$ cat src/design/pmev_defs.svh
// Constants for the power-management event status and enable block.
// Assumes inclusion by bare name from every design file that needs them.
`ifndef PMEV_DEFS_SVH
`define PMEV_DEFS_SVH

// Register offsets from the programmable I/O base
`define PMEV_OFS_STS1 16'h0000
`define PMEV_OFS_STS2 16'h0001
`define PMEV_OFS_EN1 16'h0002

// Field positions
`define PMEV_BIT_TMR 0
`define PMEV_BIT_BM 4
`define PMEV_BIT_GBL 5
`define PMEV_BIT_WAK 7

// Reset values
`define PMEV_RST_BYTE 8'h00
`define PMEV_RST_BASE 16'h0000

// Timer
`define PMEV_TMR_WIDTH 24
`define PMEV_TMR_CLK_HZ 3579545
`define PMEV_MCLK_HZ 25000000

`endif

$ cat src/design/pmev_pkg_end.sv
// Empty marker not used.

$ cat src/design/pmev_pkg.sv
// Types shared by the power-management event block.
// Assumes nothing of its surroundings.
package pmev_pkg;

   // Sleeping/working system state
   typedef enum logic {
      PMEV_WORKING,
      PMEV_SLEEPING
   } pmev_state_t;

   typedef logic [7:0] pmev_byte_t;

endpackage

$ cat src/design/pmev_pm_timer.sv
// Free-running power-management counter and its top-bit toggle detector.
// Assumes the timer clock pin is slower than half of i_mclk.
`timescale 1ns/100ps
`include "pmev_defs.svh"
module pmev_pm_timer import pmev_pkg::*; #(
   parameter int WIDTH = `PMEV_TMR_WIDTH
) (
   // Clock and reset
   input wire logic i_mclk,
   input wire logic i_rst_n,
   // Timer clock pin and run enable
   input wire logic i_tick_clk,
   input wire logic i_run,
   // Counter value and top-bit change
   output logic [WIDTH-1:0] o_count,
   output logic o_msb_toggle
);

   initial begin
      if (WIDTH < 2) begin
         $error("pmev_pm_timer: WIDTH must be at least 2");
      end
   end

   logic tick_meta;
   logic tick_sync;
   logic tick_last;
   logic msb_last;
   logic [WIDTH-1:0] count;

   // Rising edge of the slow clock; first stage is read by the second only
   wire tick_rise = tick_sync & ~tick_last;
   wire [WIDTH-1:0] next_count = tick_rise && i_run ? count + 1'b1 : count;  // see RULE_16

   always_ff @(posedge i_mclk or negedge i_rst_n) begin
      if (!i_rst_n) begin
         tick_meta <= 1'b0;
         tick_sync <= 1'b0;
         tick_last <= 1'b0;
      end else begin
         tick_meta <= i_tick_clk;
         tick_sync <= tick_meta;
         tick_last <= tick_sync;
      end
   end

   always_ff @(posedge i_mclk or negedge i_rst_n) begin
      if (!i_rst_n) begin
         count <= '0;
         msb_last <= 1'b0;
         o_msb_toggle <= 1'b0;
      end else begin
         count <= next_count;
         msb_last <= count[WIDTH-1];
         o_msb_toggle <= count[WIDTH-1] ^ msb_last;  // see RULE_01
      end
   end

   assign o_count = count;

   counter_step_a: assert property (@(posedge i_mclk) disable iff (!i_rst_n) // see RULE_16
      (tick_rise && i_run) |=> (count == $past(count) + 1'b1))
      else $error("counter did not advance on a timer tick");

endmodule

$ cat src/design/pmev_regs.sv
// Power-management status one/two and enable one registers, with the
// sleeping/working state machine and interrupt routing.
// Assumes I/O strobes are one-cycle pulses synchronous to i_mclk and the
// control-block bits arrive as same-domain pulses and levels.
//
// Notes on behaviour
// (RULE_01) Timer top bit change sets timer carry status
// (RULE_02) Carry status and enable raise power event
// (RULE_03) Carry status hardware-set, write one clears
// (RULE_04) Bus master control set also sets status
// (RULE_05) Write one clears bus master status, control
// (RULE_06) Firmware release sets global status
// (RULE_07) Write one clears global status and release
// (RULE_08) Enabled resume while sleeping sets wake status
// (RULE_09) Wake status moves system to working
// (RULE_10) Wake clears by write one or standby expiry
// (RULE_11) Wake clear, all asleep: chip sleeps
// (RULE_12) Timer enable gates carry status onto SCI
// (RULE_13) Global enable and status raise SCI
// (RULE_14) Enable bits one to four read zero
// (RULE_15) Status one bits six, seven read zero
// (RULE_16) Counter: 24-bit free-running up-count
// (RULE_17) Write one to release sets it, status
// (RULE_18) Route events to SCI, else SMI
// (RULE_19) SCI level while enabled pair remains set
`timescale 1ns/100ps
`include "pmev_defs.svh"
module pmev_regs import pmev_pkg::*; #(
   parameter int TMR_WIDTH = `PMEV_TMR_WIDTH
) (
   // Clock and reset
   input wire logic i_mclk,
   input wire logic i_rst_n,
   // I/O space access
   input wire logic [15:0] i_io_base,
   input wire logic [15:0] i_io_addr,
   input wire logic i_io_wr,
   input wire logic i_io_rd,
   input wire logic [7:0] i_io_wdata,
   output logic [7:0] o_io_rdata,
   output logic o_io_rvalid,
   // Control-block bits kept elsewhere
   input wire logic i_bm_control_set,
   input wire logic i_fw_release_set,
   input wire logic i_sci_route_enable,
   input wire logic i_smi_route_enable,
   input wire logic i_timer_on,
   // Pins and system events
   input wire logic i_pm_timer_clk,
   input wire logic i_resume_event,
   input wire logic i_devices_asleep,
   input wire logic i_standby_expired,
   // Status outputs
   output logic o_bus_master_control,
   output logic o_firmware_release,
   output logic [TMR_WIDTH-1:0] o_pm_count,
   output logic o_pm_event,
   output logic o_sci,
   output logic o_smi,
   output logic o_chip_sleep
);

   // Narrower counters only shorten the wait for a carry in tests
   initial begin
      if (TMR_WIDTH < 2) begin
         $error("pmev_regs: timer width must be at least 2");
      end
   end

   // Stored bits
   logic timer_carry_status;
   logic bus_master_status;
   logic global_status;
   logic wake_status;
   logic timer_carry_enable;
   logic global_enable;
   logic bus_master_control;
   logic firmware_release;
   pmev_state_t state;
   pmev_state_t next_state;

   // Pin synchronisers
   logic resume_meta;
   logic resume_sync;
   logic asleep_meta;
   logic asleep_sync;

   logic [TMR_WIDTH-1:0] count;
   logic msb_toggle;

   pmev_pm_timer #(
      .WIDTH(TMR_WIDTH)
   ) u_timer (
      .i_mclk(i_mclk),
      .i_rst_n(i_rst_n),
      .i_tick_clk(i_pm_timer_clk),
      .i_run(i_timer_on),
      .o_count(count),
      .o_msb_toggle(msb_toggle)
   );

   always_ff @(posedge i_mclk or negedge i_rst_n) begin
      if (!i_rst_n) begin
         resume_meta <= 1'b0;
         resume_sync <= 1'b0;
         asleep_meta <= 1'b0;
         asleep_sync <= 1'b0;
      end else begin
         resume_meta <= i_resume_event;
         resume_sync <= resume_meta;
         asleep_meta <= i_devices_asleep;
         asleep_sync <= asleep_meta;
      end
   end

   // Address decode
   wire [15:0] addr_sts1 = 16'(i_io_base + `PMEV_OFS_STS1);
   wire [15:0] addr_sts2 = 16'(i_io_base + `PMEV_OFS_STS2);
   wire [15:0] addr_en1 = 16'(i_io_base + `PMEV_OFS_EN1);
   wire hit_sts1 = i_io_addr == addr_sts1;
   wire hit_sts2 = i_io_addr == addr_sts2;
   wire hit_en1 = i_io_addr == addr_en1;
   wire wr_sts1 = i_io_wr & hit_sts1;
   wire wr_sts2 = i_io_wr & hit_sts2;
   wire wr_en1 = i_io_wr & hit_en1;
   wire any_hit = hit_sts1 | hit_sts2 | hit_en1;

   // Write-one-to-clear strobes
   wire clr_tmr = wr_sts1 & i_io_wdata[`PMEV_BIT_TMR];
   wire clr_bm = wr_sts1 & i_io_wdata[`PMEV_BIT_BM];
   wire clr_gbl = wr_sts1 & i_io_wdata[`PMEV_BIT_GBL];
   wire clr_wak = wr_sts2 & i_io_wdata[`PMEV_BIT_WAK];

   // Resume only counts while asleep
   wire wake_set = (state == PMEV_SLEEPING) & resume_sync;  // see RULE_08

   // Set wins over clear on every hardware-set flag
   wire next_timer_carry_status = msb_toggle | (timer_carry_status & ~clr_tmr);  // see RULE_01, RULE_03
   wire next_bus_master_status = i_bm_control_set | (bus_master_status & ~clr_bm);  // see RULE_04, RULE_05
   wire next_bm_ctl = i_bm_control_set | (bus_master_control & ~clr_bm);  // see RULE_05
   wire next_global_status = i_fw_release_set | (global_status & ~clr_gbl);  // see RULE_06, RULE_07
   wire next_fw_rls = i_fw_release_set | (firmware_release & ~clr_gbl);  // see RULE_07, RULE_17
   wire wake_clr = clr_wak | i_standby_expired;  // see RULE_10
   wire next_wake_status = wake_set | (wake_status & ~wake_clr);

   wire next_timer_carry_enable = wr_en1 ? i_io_wdata[`PMEV_BIT_TMR] : timer_carry_enable;
   wire next_global_enable = wr_en1 ? i_io_wdata[`PMEV_BIT_GBL] : global_enable;

   // Event and routing
   wire tmr_pair = timer_carry_status & timer_carry_enable;  // see RULE_02, RULE_12
   wire gbl_pair = global_status & global_enable;  // see RULE_13
   wire pm_event = tmr_pair | gbl_pair;
   wire next_sci = pm_event & i_sci_route_enable;  // see RULE_18, RULE_19
   wire next_smi = pm_event & ~i_sci_route_enable & i_smi_route_enable;  // see RULE_18

   // Sleeping/working machine
   always_comb begin
      next_state = state;
      unique case (state)
         PMEV_WORKING: begin
            if (!wake_status && asleep_sync) begin
               next_state = PMEV_SLEEPING;  // see RULE_11
            end
         end
         PMEV_SLEEPING: begin
            if (wake_status) begin
               next_state = PMEV_WORKING;  // see RULE_09
            end
         end
      endcase
   end

   // Read data; unused bits read zero
   wire [7:0] rd_sts1 = {2'b00, global_status, bus_master_status, 3'b000,
      timer_carry_status};  // see RULE_15
   wire [7:0] rd_sts2 = {wake_status, 7'h00};
   wire [7:0] rd_en1 = {2'b00, global_enable, 4'h0, timer_carry_enable};  // see RULE_14
   wire [7:0] rd_mux = hit_sts1 ? rd_sts1 : hit_sts2 ? rd_sts2 : hit_en1 ? rd_en1 :
      `PMEV_RST_BYTE;

   always_ff @(posedge i_mclk or negedge i_rst_n) begin
      if (!i_rst_n) begin
         timer_carry_status <= 1'b0;
         bus_master_status <= 1'b0;
         global_status <= 1'b0;
         wake_status <= 1'b0;
         bus_master_control <= 1'b0;
         firmware_release <= 1'b0;
      end else begin
         timer_carry_status <= next_timer_carry_status;
         bus_master_status <= next_bus_master_status;
         global_status <= next_global_status;
         wake_status <= next_wake_status;
         bus_master_control <= next_bm_ctl;
         firmware_release <= next_fw_rls;
      end
   end

   always_ff @(posedge i_mclk or negedge i_rst_n) begin
      if (!i_rst_n) begin
         timer_carry_enable <= 1'b0;
         global_enable <= 1'b0;
         state <= PMEV_WORKING;
      end else begin
         timer_carry_enable <= next_timer_carry_enable;
         global_enable <= next_global_enable;
         state <= next_state;
      end
   end

   // Outputs all registered; all but o_chip_sleep, taken from next_state, trail the stored bits by one cycle
   always_ff @(posedge i_mclk or negedge i_rst_n) begin
      if (!i_rst_n) begin
         o_io_rdata <= `PMEV_RST_BYTE;
         o_io_rvalid <= 1'b0;
         o_pm_event <= 1'b0;
         o_sci <= 1'b0;
         o_smi <= 1'b0;
         o_chip_sleep <= 1'b0;
         o_bus_master_control <= 1'b0;
         o_firmware_release <= 1'b0;
         o_pm_count <= '0;
      end else begin
         o_io_rdata <= i_io_rd ? rd_mux : `PMEV_RST_BYTE;
         o_io_rvalid <= i_io_rd & any_hit;
         o_pm_event <= pm_event;
         o_sci <= next_sci;
         o_smi <= next_smi;
         o_chip_sleep <= next_state == PMEV_SLEEPING;
         o_bus_master_control <= bus_master_control;
         o_firmware_release <= firmware_release;
         o_pm_count <= count;
      end
   end

   // Checks
   carry_set_a: assert property (@(posedge i_mclk) disable iff (!i_rst_n) // see RULE_01
      msb_toggle |=> timer_carry_status)
      else $error("carry status missed a top-bit change");

   carry_hold_a: assert property (@(posedge i_mclk) disable iff (!i_rst_n) // see RULE_03
      (timer_carry_status && !clr_tmr && !msb_toggle) |=> timer_carry_status)
      else $error("carry status lost without a write of one");

   carry_clear_a: assert property (@(posedge i_mclk) disable iff (!i_rst_n) // see RULE_03
      (clr_tmr && !msb_toggle) |=> !timer_carry_status)
      else $error("carry status not cleared by write of one");

   carry_quiet_a: assert property (@(posedge i_mclk) disable iff (!i_rst_n) // see RULE_03
      (!msb_toggle && !timer_carry_status) |=> !timer_carry_status)
      else $error("carry status set without a top-bit change");

   bm_link_a: assert property (@(posedge i_mclk) disable iff (!i_rst_n) // see RULE_04
      i_bm_control_set |=> (bus_master_status && bus_master_control))
      else $error("bus master control did not set status");

   bm_mirror_a: assert property (@(posedge i_mclk) disable iff (!i_rst_n) // see RULE_04
      i_bm_control_set |-> ##2 o_bus_master_control)
      else $error("bus master control not shown on its output");

   bm_clear_a: assert property (@(posedge i_mclk) disable iff (!i_rst_n) // see RULE_05
      (clr_bm && !i_bm_control_set) |=> (!bus_master_status && !bus_master_control))
      else $error("bus master clear incomplete");

   gbl_set_a: assert property (@(posedge i_mclk) disable iff (!i_rst_n) // see RULE_06
      i_fw_release_set |=> (global_status && firmware_release))
      else $error("firmware release did not set global status");

   release_set_a: assert property (@(posedge i_mclk) disable iff (!i_rst_n) // see RULE_17
      i_fw_release_set |-> ##2 o_firmware_release)
      else $error("firmware release not shown on its output");

   gbl_clear_a: assert property (@(posedge i_mclk) disable iff (!i_rst_n) // see RULE_07
      (clr_gbl && !i_fw_release_set) |=> (!global_status && !firmware_release))
      else $error("global status clear incomplete");

   wake_entry_a: assert property (@(posedge i_mclk) disable iff (!i_rst_n) // see RULE_08
      wake_set |=> wake_status)
      else $error("resume while sleeping did not set wake status");

   wake_set_a: assert property (@(posedge i_mclk) disable iff (!i_rst_n) // see RULE_09
      (state == PMEV_SLEEPING && resume_sync) |=> wake_status ##1 state == PMEV_WORKING)
      else $error("resume did not wake the system");

   wake_clear_a: assert property (@(posedge i_mclk) disable iff (!i_rst_n) // see RULE_10
      (i_standby_expired && !wake_set) |=> !wake_status)
      else $error("standby expiry did not clear wake status");

   wake_hold_a: assert property (@(posedge i_mclk) disable iff (!i_rst_n) // see RULE_10
      (wake_status && !wake_clr) |=> wake_status)
      else $error("wake status lost without a clear");

   sleep_entry_a: assert property (@(posedge i_mclk) disable iff (!i_rst_n) // see RULE_11
      (state == PMEV_WORKING && !wake_status && asleep_sync) |=> o_chip_sleep)
      else $error("chip did not enter sleeping state");

   awake_hold_a: assert property (@(posedge i_mclk) disable iff (!i_rst_n) // see RULE_11
      (state == PMEV_WORKING && wake_status) |=> (state == PMEV_WORKING))
      else $error("chip slept while wake status was set");

   // Output-side checks trail the stored bits by one edge
   event_pair_a: assert property (@(posedge i_mclk) disable iff (!i_rst_n) // see RULE_02
      tmr_pair |=> o_pm_event)
      else $error("timer pair did not raise a power event");

   event_quiet_a: assert property (@(posedge i_mclk) disable iff (!i_rst_n) // see RULE_02
      (!tmr_pair && !gbl_pair) |=> !o_pm_event)
      else $error("power event with no enabled pair");

   sci_level_a: assert property (@(posedge i_mclk) disable iff (!i_rst_n) // see RULE_12
      (tmr_pair && i_sci_route_enable) |=> o_sci)
      else $error("timer pair did not raise SCI");

   tmr_mask_a: assert property (@(posedge i_mclk) disable iff (!i_rst_n) // see RULE_12
      (!timer_carry_enable && !gbl_pair) |=> !o_sci)
      else $error("SCI raised with timer carry disabled");

   gbl_sci_a: assert property (@(posedge i_mclk) disable iff (!i_rst_n) // see RULE_13
      (gbl_pair && i_sci_route_enable) |=> (o_sci && !o_smi))
      else $error("global pair did not raise SCI");

   sci_drop_a: assert property (@(posedge i_mclk) disable iff (!i_rst_n) // see RULE_19
      (!tmr_pair && !gbl_pair) |=> (!o_sci && !o_smi))
      else $error("interrupt stayed high with no enabled pair");

   smi_route_a: assert property (@(posedge i_mclk) disable iff (!i_rst_n) // see RULE_18
      (gbl_pair && !i_sci_route_enable && i_smi_route_enable) |=> (o_smi && !o_sci))
      else $error("event not routed to SMI");

   smi_quiet_a: assert property (@(posedge i_mclk) disable iff (!i_rst_n) // see RULE_18
      i_sci_route_enable |=> !o_smi)
      else $error("SMI raised while SCI routing enabled");

   en_readback_a: assert property (@(posedge i_mclk) disable iff (!i_rst_n) // see RULE_14
      (i_io_rd && hit_en1) |=> (o_io_rdata[4:1] == 4'h0))
      else $error("unused enable bits read nonzero");

   sts_readback_a: assert property (@(posedge i_mclk) disable iff (!i_rst_n) // see RULE_15
      (i_io_rd && hit_sts1) |=> (o_io_rdata[7:6] == 2'h0))
      else $error("reserved status bits read nonzero");

endmodule

$ cat config.mk
export PLATFORM = sky130hd
export DESIGN_NAME = pmev_regs
export DESIGN_NICKNAME = d
export VERILOG_FILES = /design/src/design/pmev_pkg_end.sv /design/src/design/pmev_pkg.sv /design/src/design/pmev_pm_timer.sv /design/src/design/pmev_regs.sv
export VERILOG_INCLUDE_DIRS = /design/src /design/src/design
export SDC_FILE = /design/constraint.sdc
export NUM_CORES = 1
export LEC_CHECK = 0
export BUFFER_PORTS_ARGS = -buffer_cell sky130_fd_sc_hd__buf_2
export CAP_MARGIN = 10
export CORE_MARGIN = 2
export CORE_UTILIZATION = 35
export DETAILED_ROUTE_END_ITERATION = 6
export MAX_ROUTING_LAYER = met4
export RECOVER_POWER = 100
export SETUP_SLACK_MARGIN = 0.02
export SYNTH_ARGS = -nofsm -noshare
export SYNTH_HDL_FRONTEND = slang
export SYNTH_SLANG_ARGS = --single-unit
export TNS_END_PERCENT = 10
$ cat constraint.sdc
create_clock -name i_mclk -period 2 [get_ports i_mclk]
set_clock_uncertainty 0.1 [all_clocks]
set_input_delay 0.2 -clock i_mclk [delete_from_list [all_inputs] [get_ports i_mclk]]
set_output_delay 0.2 -clock i_mclk [all_outputs]
set_load 0.05 [all_outputs]
Yosys cells after proc, flatten, opt, wreduce, memory -nomap -nowiden. Cells that the tools add are included. W data, S select, Z words.

Register bits after elaboration: 80. Bits in latches: 0. RAM bits: 0. Memory bits (read-only): 0. Word-level logic and storage cells: 82. Memories: 0.

Add/subtract/negate cells: 3. Multiply operators: 0. Divide/modulo/power cells: 0. Order comparisons: 0. Eq/ne operators: 3. Shift-type cells: 0. Multiplexer cells: 7. Bitwise logic cells: 39. Reduce and logical (&&, ||, !) cells: 3.

Operators by type and width (number): $eq A16 B16 Y1 (3); $add A24 B1 Y24 const B (1); $mux W8 (3); $and A1 B1 Y1 (21); $add A16 B1 Y16 const B (1); $add A16 B2 Y16 const B (1); $or A1 B1 Y1 (10); $not A1 Y1 (7); $mux W6 (1); $logic_and A1 B1 Y1 (2); $mux W1 (2); $pmux W1 S2 (1); $logic_not A1 Y1 (1); $xor A1 B1 Y1 (1).

Depth between registers and ports, before layout.
Depth in word-level cells: 8. Depth in mapped cells: 8. Mapped depth without buffers: 7.

By module. A second synthesis with hierarchy kept.

Cells, all modules: 309. Area total of the unflattened synthesis: 3609.7 um^2.

Modules (own cells, without submodules): pmev_regs (instances 1, cells each 214, area each 2377.3 um^2, seq. area each 1176.1 um^2); pmev_pm_timer (instances 1, cells each 95, area each 1232.4 um^2, seq. area each 725.7 um^2).

Worst setup path before layout. Ideal clock, no wire load.

Kind: input-to-reg. Start point: in i_io_base[1]. End point: reg global_enable. Setup time: 0.128 ns. Arrival time: 1.799 ns. Data required time: 1.772 ns. Path slack: -0.026 ns. Stages: 7. Path through: ha_1 -> and4_1 -> a21oi_1 -> nand4b_1 -> nor4_2 -> nand4_1 -> mux2_1.

Cells in the longest elaborated chain, start to end: 3.

RTL lines: from (decl) (RTL line pmev_regs.sv:35) `input wire logic [15:0] i_io_base,`; $add A16 B2 Y16 (no line); $eq A16 B16 Y1 (RTL line pmev_regs.sv:122) `wire hit_en1 = i_io_addr == addr_en1;`; $and A1 B1 Y1 (RTL line pmev_regs.sv:125) `wire wr_en1 = i_io_wr & hit_en1;`; to (signal assigned) (RTL line pmev_regs.sv:206) `global_enable <= next_global_enable;`; to (decl) (RTL line pmev_regs.sv:76) `logic global_enable;`.

Every way passes these cells. A chain may end at the register's enable or synchronous reset.

Worst setup path in the final report. Same ends and word-level chain as after synthesis.

==> results.tsv <==
metric	value	unit
outcome	finished, final reports clean	
pre-CTS setup slack	-311	ps
flop and latch count out of synthesis	75	
area share of the largest cell type after synthesis	53.2	%
Post-Synthesis Cell Area	3530	um2
Initial Util	36.1	%
sequential element share of the synthesized area	53.2	%
final HPWL from detailed placement	6.33	mm
antenna cell count	0	
CTS Buf Count	9	
count of flip-flops with a built-in enable after synthesis	0	
gp weighted congestion	0.857	
max-cap viol count	0	
clock root buffer	clkbuf_8	
final non-filler cell total	600	
largest net degree at the start of global routing	39	
Finish-stage setup viols	0	
crit end category	flip-flop	
final hold violations	0	
top cells by area, synth	dfrtp_1 (53%), xnor2_1 (7.9%), xor2_1 (6.2%), nand4_1 (3.5%), nand3_1 (3.1%)	
Synth Instances	312	
Req. time, crit path	2120	ps
layout cells sized above 1	26.3	%
Cell Rows	36	
yosys warns	0	
Slew HR	40.7	%
clock-pin slew on the worst setup and hold paths	70	ps
commonest cells after routing, fill and taps aside	dfrtp_1 (75), buf_4 (46), buf_2 (45), clkbuf_1 (42), xnor2_1 (32)	
HP Class	in2reg	
GRT overflow	0	
vias per inst	4.78	
total detailed-routing wirelength	8.10	mm
vias in the first global route	2895	
clock tree sinks	75	
area of the core	9770	um2
ys async rst share	100	%
setup bufs post-CTS	0	
growth of design area from synthesis to finish	33.4	%
routing usage on met1	21.0	%
CTS H-tree lvls	3	
die height	104	um
number of routed nets with antenna violations	0	
PD cells	735	nW/um2
Lkg Pwr	2.16	nW
WS Path Type	in2reg	
# fillers	956	
Most Crowded Layer GR	met2	
Post-Syn Area per Cell	11.3	um2
Unique masters post-synth	48	
initial antenna violation count	0	
Max FO, Critical Path	7	
overall routing resource usage	16.2	%
clock latency at the later pin of the worst-skew pair	340	ps
CTS tree	built	
worst vdd ir	0.556	mV
first-pass iteration count of the detailed router	5	
worst-margin pin slew	890	ps
WL/cell	13.5	um
final net count	519	
max frequency	526	MHz
routing usage on met2	24.7	%
register area	1880	um2
Placed Cells incl. Taps	573	
Die Wd	104	um
leading area contributor after synthesis	dfrtp_1	
initial DRC count	78	
worst setup margin	97.5	ps
I/O pin cnt	92	
die area	10900	um2
Critical Path Start Type	primary input	
Post-route DRC	0	
unrepaired setup endpoints after global routing	true	
Top FF cell, synth	dfrtp_1	
vias	2867	
buffer depth of the longest clock path	2	
global-route wire length before repair	13.9	mm
Crit path arrival time	2020	ps
Slew Limit Fails	0	
crit share post-route	95.1	%
multi-input logic area	1570	um2
commonest non-fill, non-tap cell in the layout	dfrtp_1	
Min Clock Period, post-route	1900	ps
GRT met3 Usage	4.26	%
port buffer count	83	
[synthesized netlist by cell type (2+ instances only)]
library cell	n
and4_1	11
nor3b_1	2
nand4b_1	4
a31oi_1	3
ha_1	4
xor2_1	25
o21a_1	2
nand2b_1	2
and3_1	5
nor2b_1	4
nor2_1	12
clkbuf_1	4
and2_1	3
inv_1	5
o21ai_0	3
dfrtp_1	75
and3b_1	2
mux2_2	2
or3_1	3
o211ai_1	2
nand2_1	14
nor3_1	4
a21o_1	6
nand4_1	20
o21ai_1	2
buf_4	8
buf_2	3
nor4_1	3
xnor2_1	32
mux2_1	2
nand3_1	22
a211oi_1	2
a21oi_1	6
[worst max-delay path, stage by stage]
cell and delay [ps]:
clkbuf_2 150, ha_1 320, xor2_1 140, nor3_1 140
nand4_1 200, nor4_4 360, nand4_1 170, mux2_1 340
[power by group]
part	internal [mW]	switching, mW	leakage [nW]
registers	1.62	0.0773	0.982
logic	0.259	0.469	1.09
clock network	0.514	0.519	0.0884
[routing by layer]
layer / wire [um] / share of wire, %
met1: 3710 / 46
met2: 3810 / 47
met3: 412 / 5.1
met4: 161 / 2.0
met5: 0 / 0
[cell families after synthesis]
group           Yosys count  synth area share (%)
mux                       4                  1.28
simple gates            117                  19.9
xor+xnor                 58                  14.6
other cells               1                 0.106
flops                    75                  53.2
fa+ha+maj                 4                  1.42
compound gates           33                  6.38
buf+inv                  20                  3.08
[through the flow]
| stage | cell area (um2) | power (mW) | utilization (%) | hold WS (ps) | setup TNS [ps] |
|---|---|---|---|---|---|
| 3_5_place_dp | 4490 | 2.46 | 45.9 | 87.7 | -1440 |
| 4_1_cts | 4780 | 3.53 | 48.9 | 1.08 | 0 |
| 5_1_grt | 4710 | 3.65 | 48.1 | 33.3 | -145 |
| 6_report | 4710 | 3.46 | 48.1 | 32.4 | 0 |
| 2_1_floorplan | 3560 | 2.16 | - | -196 | -52.3 |
| 3_3_place_gp | 4490 | 2.46 | 45.9 | 83.1 | -1250 |
[area by class of cell]
cell class                      count  share of cell area, %
Clock buffer                       12                   3.30
Multi-Input combinational cell    220                   33.3
Clock inverter                      4                  0.532
Tap cell                          133                   3.54
Inverter                            5                  0.399
Timing Repair Buffer              151                   19.0
Sequential cell                    75                   39.9
[what timing repair did]
action / in CTS / in global routing
resized for setup: 0 / 2
setup endpoints to repair: 0 / 8
endpoints found under the hold margin: 47 / 0
hold buffers: 11 / 0
[final timing paths]
kind                                    start             endpoint  slack (ps)  cells after the start
setup reg to reg           u_timer.o_count[7]  u_timer.o_count[21]         100                      6
hold / removal              i_standby_expired          wake_status          30                      3
min in group asynchronous             i_rst_n  u_timer.o_count[12]         410                      2
hold reg to reg             u_timer.tick_meta    u_timer.tick_sync         250                      0
setup / recovery                 i_io_base[1]        global_enable         100                      8
max in group asynchronous             i_rst_n  u_timer.o_count[17]         380                      3
Note: power is estimated with default switching activity, not from simulation.
